File: src/pmt_pkg.sv
package pmt_pkg;
  localparam int ADDR_W = 8;
  localparam int DATA_W = 8;

  // Register offsets
  localparam logic [7:0] OFS_TIMER_COUNT   = 8'h11;
  localparam logic [7:0] OFS_TIMER_CONTROL = 8'h12;
  localparam logic [7:0] OFS_PERIOD_LIMIT  = 8'h92;
  localparam logic [7:0] OFS_IRQ_STATUS    = 8'h0C;
  localparam logic [7:0] OFS_IRQ_MASK      = 8'h8C;

  // Reset values
  localparam logic [7:0] RST_TIMER_COUNT   = 8'h00;
  localparam logic [6:0] RST_TIMER_CONTROL = 7'h00;
  localparam logic [7:0] RST_PERIOD_LIMIT  = 8'hFF;

  // Control field positions
  localparam int CTL_PRE_LSB  = 0;
  localparam int CTL_RUN_BIT  = 2;
  localparam int CTL_POST_LSB = 3;

  // Status / mask bit of the period-match flag
  localparam int FLAG_BIT = 1;

  // Fosc/4: one timer input tick every four core clocks
  localparam int OSC_DIV = 4;

  localparam logic [1:0] PRE_DIV1  = 2'h0;
  localparam logic [1:0] PRE_DIV4  = 2'h1;
  localparam logic [3:0] PRE_TC4   = 4'h3;
  localparam logic [3:0] PRE_TC16  = 4'hF;
endpackage

File: src/pmt_timer.sv
`timescale 1ns/100ps
// Functional notes
// - 8-bit timer count, RW, reset to zero
// - 8-bit period limit, RW, reset all ones
// - Count to period limit, then wrap zero
// - Fosc/4 through prescaler 1, 4, 16
// - Postscale field n divides matches by n+1
// - Postscaler expiry sets flag bit 1
// - Count or control write clears scalers
// - Control write leaves timer count alone
// - Control bit 2 runs or halts timer
// - Match pulse supplied to serial port
// - Count and match supplied to PWM unit
module pmt_timer
  import pmt_pkg::*;
#(
  parameter int OSC_DIVIDE = OSC_DIV
) (
  input  wire logic              CORE_CLK,
  input  wire logic              RST_B,
  input  wire logic [ADDR_W-1:0] ADDR,
  input  wire logic [DATA_W-1:0] WDATA,
  input  wire logic              WR,
  input  wire logic              RD,
  output logic      [DATA_W-1:0] RDATA,
  output logic                   IRQ,
  output logic                   SSP_MATCH,
  output logic                   PWM_MATCH,
  output logic      [7:0]        PWM_COUNT
);

  // Registers and their next values
  logic [7:0] timer_count_r;
  logic [7:0] timer_count_nxt;
  logic [6:0] timer_control_r;
  logic [7:0] period_limit_r;
  logic [1:0] osc_div_r;
  logic [3:0] pre_cnt_r;
  logic [3:0] post_cnt_r;
  logic       flag_r;
  logic       mask_r;
  logic       match_r;
  logic [1:0] osc_div_nxt;
  logic [3:0] pre_cnt_nxt;
  logic [3:0] post_cnt_nxt;
  logic [6:0] timer_control_nxt;
  logic [7:0] period_limit_nxt;
  logic       flag_nxt;
  logic       mask_nxt;
  logic       match_nxt;
  logic [7:0] rdata_nxt;

  // Decoded strobes, control fields and ticks
  logic       wr_count;
  logic       wr_control;
  logic       wr_period;
  logic       wr_status;
  logic       wr_mask;
  logic       timer_run;
  logic [1:0] prescale_select;
  logic [3:0] postscale_select;
  logic       osc_tick;
  logic       pre_tick;
  logic       match;
  logic       post_tick;
  logic [3:0] pre_tc;

  function automatic logic hit(input logic [7:0] a, input logic [7:0] ofs);
    return a == ofs;
  endfunction

  function automatic logic [7:0] flag_bits(input logic bit_val);
    logic [7:0] v;
    v = 8'h00;
    v[FLAG_BIT] = bit_val;
    return v;
  endfunction

  // Register write decode
  always_comb begin
    wr_count   = 1'b0;
    wr_control = 1'b0;
    wr_period  = 1'b0;
    wr_status  = 1'b0;
    wr_mask    = 1'b0;
    if (WR) begin
      wr_count   = hit(ADDR, OFS_TIMER_COUNT);
      wr_control = hit(ADDR, OFS_TIMER_CONTROL);
      wr_period  = hit(ADDR, OFS_PERIOD_LIMIT);
      wr_status  = hit(ADDR, OFS_IRQ_STATUS);
      wr_mask    = hit(ADDR, OFS_IRQ_MASK);
    end
  end

  // Control fields
  always_comb begin
    timer_run        = timer_control_r[CTL_RUN_BIT];
    prescale_select  = timer_control_r[CTL_PRE_LSB +: 2];
    postscale_select = timer_control_r[CTL_POST_LSB +: 4];
  end

  // Instruction clock: one tick per OSC_DIVIDE core clocks, for OSC_DIVIDE of 1 to 4
  always_comb begin
    osc_tick = 1'b0;
    if (osc_div_r == 2'((OSC_DIVIDE - 1) & 3)) begin
      osc_tick = 1'b1;
    end
  end

  // Prescaler terminal count
  always_comb begin
    unique case (prescale_select)
      PRE_DIV1: begin
        pre_tc = 4'h0;
      end
      PRE_DIV4: begin
        pre_tc = PRE_TC4;
      end
      default: begin
        pre_tc = PRE_TC16;
      end
    endcase
  end

  // Tick chain: prescaler, period match, postscaler expiry
  always_comb begin
    pre_tick  = 1'b0;
    match     = 1'b0;
    post_tick = 1'b0;
    if (timer_run && osc_tick) begin
      pre_tick = (pre_cnt_r >= pre_tc);
    end
    if (pre_tick) begin
      match = (timer_count_r == period_limit_r);
    end
    if (match) begin
      post_tick = (post_cnt_r >= postscale_select);
    end
  end

  // Instruction clock divider, free running from reset
  always_comb begin
    osc_div_nxt = osc_div_r + 2'h1;
    if (osc_tick) begin
      osc_div_nxt = 2'h0;
    end
  end

  // Writes never realign the divider
  always_ff @(posedge CORE_CLK or negedge RST_B) begin
    if (!RST_B) begin
      osc_div_r <= 2'h0;
    end else begin
      osc_div_r <= osc_div_nxt;
    end
  end

  // Prescaler restarts on count and control writes
  always_comb begin
    pre_cnt_nxt = pre_cnt_r;
    if (wr_count || wr_control) begin
      pre_cnt_nxt = 4'h0;
    end else if (pre_tick) begin
      pre_cnt_nxt = 4'h0;
    end else if (timer_run && osc_tick) begin
      pre_cnt_nxt = pre_cnt_r + 4'h1;
    end
  end

  // Prescaler register
  always_ff @(posedge CORE_CLK or negedge RST_B) begin
    if (!RST_B) begin
      pre_cnt_r <= 4'h0;
    end else begin
      pre_cnt_r <= pre_cnt_nxt;
    end
  end

  // Postscaler counts period matches
  always_comb begin
    post_cnt_nxt = post_cnt_r;
    if (wr_count || wr_control) begin
      post_cnt_nxt = 4'h0;
    end else if (post_tick) begin
      post_cnt_nxt = 4'h0;
    end else if (match) begin
      post_cnt_nxt = post_cnt_r + 4'h1;
    end
  end

  // Postscaler register
  always_ff @(posedge CORE_CLK or negedge RST_B) begin
    if (!RST_B) begin
      post_cnt_r <= 4'h0;
    end else begin
      post_cnt_r <= post_cnt_nxt;
    end
  end

  // Timer count: a software write wins over increment and wrap
  always_comb begin
    timer_count_nxt = timer_count_r;
    if (wr_count) begin
      timer_count_nxt = WDATA;
    end else if (match) begin
      timer_count_nxt = 8'h00;
    end else if (pre_tick) begin
      timer_count_nxt = timer_count_r + 8'h01;
    end
  end

  // Control write does not touch the count
  always_ff @(posedge CORE_CLK or negedge RST_B) begin
    if (!RST_B) begin
      timer_count_r <= RST_TIMER_COUNT;
    end else begin
      timer_count_r <= timer_count_nxt;
    end
  end

  // Control register; the top bit is not implemented
  always_comb begin
    timer_control_nxt = timer_control_r;
    if (wr_control) begin
      timer_control_nxt = WDATA[6:0];
    end
  end

  // Control register storage
  always_ff @(posedge CORE_CLK or negedge RST_B) begin
    if (!RST_B) begin
      timer_control_r <= RST_TIMER_CONTROL;
    end else begin
      timer_control_r <= timer_control_nxt;
    end
  end

  // Period limit
  always_comb begin
    period_limit_nxt = period_limit_r;
    if (wr_period) begin
      period_limit_nxt = WDATA;
    end
  end

  // Period limit storage
  always_ff @(posedge CORE_CLK or negedge RST_B) begin
    if (!RST_B) begin
      period_limit_r <= RST_PERIOD_LIMIT;
    end else begin
      period_limit_r <= period_limit_nxt;
    end
  end

  // Sticky flag, write one to clear; a new event wins
  always_comb begin
    flag_nxt = flag_r;
    if (post_tick) begin
      flag_nxt = 1'b1;
    end else if (wr_status && WDATA[FLAG_BIT]) begin
      flag_nxt = 1'b0;
    end
  end

  // Flag storage
  always_ff @(posedge CORE_CLK or negedge RST_B) begin
    if (!RST_B) begin
      flag_r <= 1'b0;
    end else begin
      flag_r <= flag_nxt;
    end
  end

  // Interrupt enable
  always_comb begin
    mask_nxt = mask_r;
    if (wr_mask) begin
      mask_nxt = WDATA[FLAG_BIT];
    end
  end

  // Enable storage
  always_ff @(posedge CORE_CLK or negedge RST_B) begin
    if (!RST_B) begin
      mask_r <= 1'b0;
    end else begin
      mask_r <= mask_nxt;
    end
  end

  // Match pulse, registered on the same edge that wraps the count to zero
  always_comb begin
    match_nxt = match;
  end

  always_ff @(posedge CORE_CLK or negedge RST_B) begin
    if (!RST_B) begin
      match_r <= 1'b0;
    end else begin
      match_r <= match_nxt;
    end
  end

  // Read data for one cycle after the strobe, zero otherwise
  always_comb begin
    rdata_nxt = 8'h00;
    if (RD) begin
      unique case (ADDR)
        OFS_TIMER_COUNT: begin
          rdata_nxt = timer_count_r;
        end
        OFS_TIMER_CONTROL: begin
          rdata_nxt = {1'b0, timer_control_r};
        end
        OFS_PERIOD_LIMIT: begin
          rdata_nxt = period_limit_r;
        end
        OFS_IRQ_STATUS: begin
          rdata_nxt = flag_bits(flag_r);
        end
        OFS_IRQ_MASK: begin
          rdata_nxt = flag_bits(mask_r);
        end
        default: begin
          rdata_nxt = 8'h00;
        end
      endcase
    end
  end

  // Read data register
  always_ff @(posedge CORE_CLK or negedge RST_B) begin
    if (!RST_B) begin
      RDATA <= 8'h00;
    end else begin
      RDATA <= rdata_nxt;
    end
  end

  assign IRQ       = flag_r && mask_r;
  assign SSP_MATCH = match_r;
  assign PWM_MATCH = match_r;
  assign PWM_COUNT = timer_count_r;

endmodule

File: config.mk
export PLATFORM = sky130hd
export DESIGN_NAME = pmt_timer
export DESIGN_NICKNAME = d
export VERILOG_FILES = /design/src/pmt_pkg.sv /design/src/pmt_timer.sv
export SDC_FILE = /design/constraint.sdc
export NUM_CORES = 1
export LEC_CHECK = 0
export BUFFER_PORTS_ARGS = -buffer_cell sky130_fd_sc_hd__buf_4
export CORE_ASPECT_RATIO = 2
export CORE_MARGIN = 1
export CORE_UTILIZATION = 30
export CTS_CLUSTER_DIAMETER = 30
export DETAILED_ROUTE_END_ITERATION = 12
export SLEW_MARGIN = 10
export SYNTH_ARGS = -nofsm -noshare
export SYNTH_HDL_FRONTEND = slang
export SYNTH_SLANG_ARGS = --single-unit
File: constraint.sdc
create_clock -name CORE_CLK -period 3.1 [get_ports CORE_CLK]
set_input_delay 0.155 -clock CORE_CLK [delete_from_list [all_inputs] [get_ports CORE_CLK]]
set_output_delay 0.155 -clock CORE_CLK [all_outputs]
set_load 0.01 [all_outputs]
# Word-level counts from Yosys, hierarchy flattened
# Index checks and enable logic that the tools add are counted.
# totals
word_cells,57
out_inout_bits,19
register_bits,44
# classes
reduce_logical,9
muxes,24
eq_ne,8
add_sub_neg,4
order_cmp,2
# op_table
operator,count
case mux 8 bit (5 select lines),1
2-to-1 mux 8 bit,4
2-to-1 mux 4 bit,6
"== test 8 x 5 -> 1 bit, second input constant",2
"== test 8 bit, second input constant",2
2-to-1 mux 1 bit,11
nonzero test 3 bit,3
"adder 4 x 1 -> 4 bit, second input constant",2
"adder 8 x 1 -> 8 bit, second input constant",1
"== test 8 x 4 -> 1 bit, second input constant",1
== test 8 bit,1
greater-or-equal comparator 4 bit,2
case mux 4 bit (2 select lines),1
logical AND 1 bit,3
"adder 2 x 1 -> 2 bit, second input constant",1
"== test 2 x 1 -> 1 bit, second input constant",1
"== test 2 bit, second input constant",1
logical NOT 2 bit,1
2-to-1 mux 2 bit,1
nonzero test 2 bit,1
logical OR 1 bit,1

# Logic depth before layout (Yosys ltp)
# logic_depth
ltp_word,8
depth_mapped,9

# Worst setup path before layout
# No wires, ideal clock.
# synth_timing
kind,register to register
from,reg timer_control_r[1]
to,"reg timer_count_r[2], in the netlist PWM_COUNT[2]"
path_stages_with_launch,9
n_path_buf,1
arrival_ns,2.011
path_slack_ns,1.007
path_cell_list,dfrtp_1 -> or2_2 -> ha_1 -> nor3b_1 -> o21ai_0 -> nor3b_1 -> buf_2 -> nand4b_1 -> a31oi_1
# synth_via
elab_chain_cells,7
word_cells_on_any_way,9
classes_between,1 x order compare; 1 x eq/ne; 5 x mux; 2 x reduce/logical
# synth_rtl
item,line,source
from (decl),pmt_timer.sv:35,logic [6:0] timer_control_r;
from (signal assigned),pmt_timer.sv:234,timer_control_r <= timer_control_nxt;
== test 2 x 1 -> 1 bit or logical NOT 2 bit (tied branches),pmt_timer.sv:112,unique case (prescale_select)
case mux 4 bit (2 select lines) (*),pmt_timer.sv:112,
greater-or-equal comparator 4 bit (*),pmt_timer.sv:131,pre_tick = (pre_cnt_r >= pre_tc);
2-to-1 mux 1 bit (*),pmt_timer.sv:130,if (timer_run && osc_tick) begin
2-to-1 mux 1 bit,pmt_timer.sv:133,if (pre_tick) begin
2-to-1 mux 8 bit,pmt_timer.sv:205,end else if (match) begin
2-to-1 mux 8 bit,pmt_timer.sv:203,if (wr_count) begin
to (signal assigned),pmt_timer.sv:217,timer_count_r <= timer_count_nxt;
to (decl),pmt_timer.sv:33,logic [7:0] timer_count_r;
# Mark *: on every way between the ends. The rest lies on a longest branch, timed or not.
# A chain may end at the register's enable or synchronous reset.

# Worst setup path after layout
# layout_timing
from,reg timer_control_r[1]
to,reg post_cnt_r[3]
# layout_via
elab_chain_cells,8
word_cells_on_any_way,10
classes_between,1 x order compare; 1 x eq/ne; 6 x mux; 2 x reduce/logical
# layout_rtl
item,line,source
== test 2 x 1 -> 1 bit or logical NOT 2 bit (tied branches),pmt_timer.sv:112,
case mux 4 bit (2 select lines) (*),pmt_timer.sv:112,
greater-or-equal comparator 4 bit (*),pmt_timer.sv:131,
2-to-1 mux 1 bit (*),pmt_timer.sv:130,
2-to-1 mux 1 bit (*),pmt_timer.sv:133,
2-to-1 mux 1 bit,pmt_timer.sv:136,if (match) begin
2-to-1 mux 4 bit,pmt_timer.sv:184,end else if (post_tick) begin
2-to-1 mux 4 bit,pmt_timer.sv:182,if (wr_count || wr_control) begin
to (signal assigned),pmt_timer.sv:196,post_cnt_r <= post_cnt_nxt;
to (decl),pmt_timer.sv:39,logic [3:0] post_cnt_r;
# Marks and branches as above.

==> impl_metrics.json <==
{
  "status": "finished clean",
  "htreeDepth": 2,
  "setup_ws_ns": 0.815,
  "hold_violations": 0,
  "cts_hold_buffers": 1,
  "grt_remaining_overflow": 0,
  "regArea_um2": 1110,
  "slew_violations": 0,
  "syn_inst": 236,
  "portBuffers": 38,
  "tightest_slew_ns": 0.590,
  "clk_pin_slew_worst_paths_ns": 0.06,
  "drt_iter0_markers": 138,
  "insertion_delay_ns": 0.29,
  "path_cells": "or2_2 > ha_1 > nor3b_1 > o21ai_0 > nand2_1 > a211o_1 > a32o_1",
  "grt_usage": 0.166,
  "yosys.area_share.simple": 0.204,
  "area_growth_pct": 21.4,
  "root_buffer": "clkbuf_16",
  "ys_warn_count": 0,
  "muxShareOfSynthArea": 0.0772,
  "synth_top_cell_area_share": 0.366,
  "n_fill_cell": 812,
  "crit_required_ns": 3.28,
  "routabilityCongestion": 0.794,
  "synthTopCellsByArea": "dfrtp_1 (37%), dfstp_2 (8.5%), mux2_2 (7.3%)",
  "cts_buffer_depth": 2,
  "synthesis.area_um2": 2460,
  "critPathKind": "reg2reg",
  "worstSetupEndpointType": "register",
  "power-per-cell-area_nw_per_um2": 521,
  "cap_violations": 0,
  "pre_cts_ws_ns": 0.825,
  "fin_crit_sh": 0.737,
  "synth_top_cells_by_count": "dfrtp_1 (36), nor2_1 (23), a21oi_1 (17)",
  "vias_per_cell": 5.45,
  "rsz0062_at_grt": "no",
  "fin_tns_setup_ns": 0,
  "die-width_um": 66.1,
  "antenna_found_initial": 0,
  "drt_wl_total_um": 6560,
  "nNetsFinal": 306,
  "clock-sinks": 44,
  "synth_enable_flop_cells": 0,
  "grt_max_degree": 45,
  "rows": 46,
  "synthAdderAreaFrac": 0.0610,
  "firstDrtPassIters": 4,
  "dr_total_vias": 2022,
  "cts_inserted_buffers": 5,
  "maxSlewHeadroom": 0.605,
  "multiInputGateArea_um2": 1280,
  "syn_area_per_cell_um2": 10.4,
  "floorplan.initialDensity": 0.310,
  "grt_pass1_vias": 2016,
  "hp-class": "in2reg",
  "synth_top_area_cell": "dfrtp_1",
  "drtAntennaViolNets": 0,
  "layout_min_cycle_time_ns": 2.29,
  "syn-num-nets": 268,
  "synth_top_family_by_area": "simple AND/OR/NAND/NOR gates",
  "synth_compound_area_frac": 0.139,
  "grt_pass1_wl_um": 10400,
  "clock.fmax_mhz": 438,
  "antenna_cells": 0,
  "ys_ff_latch": 44,
  "routedWlPerCell_um": 17.7,
  "fin_worst_skew_ns": 0.00534,
  "synthArstFlopShare": 1.00,
  "cts_tree": "yes",
  "hpwl_um": 4980,
  "yosysMostFrequentCell": "dfrtp_1",
  "final_core_util": 0.376,
  "leakagePower_nw": 1.29,
  "ir_drop_mv": 0.216,
  "die_y_um": 130,
  "layout-drive-gt1-share": 0.309,
  "finalPower_mw": 1.56,
  "ys.flop_type": "dfrtp_1",
  "cp.arrival_ns": 2.46,
  "cts_resized": 0,
  "drc": 0,
  "startpoint_type": "register",
  "cp_max_fo": 14,
  "crit_slowest_cell": "dfrtp_1",
  "io_pins": 39,
  "design.core.area_um2": 7940,
  "cts_setup_buffers": 0,
  "synth-xor-area-share": 0.0391,
  "synth.distinct_cells": 50,
  "die_area_um2": 8600,
  "synth-seq-area-share": 0.451,
  "crit_path_max_incr_delay_ns": 0.40,
  "setup_viol": 0
}
[metrics by stage]
step                      area, um^2  hold slack, ns  instances
after floorplan                 2460          -0.141        236
after global placement          2830           0.182        362
after detailed placement        2830           0.186        362
after CTS                       2990           0.115        371
after global routing            2990           0.119        371
final                           2990           0.116        371
[logic make-up after synthesis]
kind of cell | Yosys count
AND/OR/NAND/NOR | 85
buffers and inverters | 16
adder cells (fa/ha/maj) | 12
flip-flops | 44
AO/OA/AOI/OAI | 51
XOR/XNOR | 11
multiplexers | 17
[routing by layer]
layer  vias up  track usage  routed length, um  part of all wire
met5         -            0                  0                 0
li1        948            -                  -                 -
met4         0       0.0864                180             0.027
met1      1019        0.176               2400              0.37
met3        10       0.0166                154             0.023
met2        45        0.311               3820              0.58
[state kept, by name, summed over array words and instances, names as in the netlist]
name             flops
pre_cnt_r            4
period_limit_r       8
osc_div_r            2
timer_control_r      7
PWM_COUNT            8
mask_r               1
PWM_MATCH            1
flag_r               1
post_cnt_r           4
RDATA                8
[critical path, delay by kind of cell, from the launching register on]
kind	cells	cell delay, ns
adders and majority gates	1	0.28
DFF	1	0.40
AOI/OAI and AO/OA	3	0.80
and+or+nand+nor	3	0.69
[layout make-up]
type,count,area share
clock buffers,7,0.0477
flip-flops and latches,44,0.372
inverters,7,0.00879
clock inverters,1,0.00251
well taps,96,0.0402
repair buffers,40,0.101
multi-input cells,176,0.428
[placed cells by master (no fill, tap or decap), drive strengths merged, types with 3 or more instances in the layout]
cell,count
dfstp,8
a32o,3
a21oi,17
nand4,5
a222oi,7
nand2,15
nor3b,4
nor4,4
and2,3
ha,12
dfrtp,36
xor2,10
clkbuf,7
nor2,24
nor3,10
buf,39
inv,7
mux2,16
a32oi,3
nand3,8
o21ai,12
[power by group]
| part | total (mW) | internal, mW | switching (mW) |
|---|---|---|---|
| combinational | 0.298 | 0.142 | 0.156 |
| sequential | 0.716 | 0.632 | 0.0838 |
| clock | 0.543 | 0.321 | 0.222 |
| total | 1.56 | 1.09 | 0.462 |
[final timing paths]
check	from	endpoint	slack (ns)	cells past startpoint
setup / recovery	timer_control_r[1]$_DFFE_PN0P_	post_cnt_r[3]$_DFFE_PN0P_	0.81	7
hold / removal	WDATA[4]	PWM_COUNT[4]$_DFFE_PN0P_	0.12	3
setup reg to reg	timer_control_r[1]$_DFFE_PN0P_	post_cnt_r[3]$_DFFE_PN0P_	0.81	7
hold reg to reg	osc_div_r[0]$_DFF_PN0_	osc_div_r[0]$_DFF_PN0_	0.43	1
max in group asynchronous	RST_B	RDATA[4]$_DFF_PN0_	2.29	2
min in group asynchronous	RST_B	osc_div_r[0]$_DFF_PN0_	0.40	2
No activity file was read; power rests on OpenSTA's default activity.
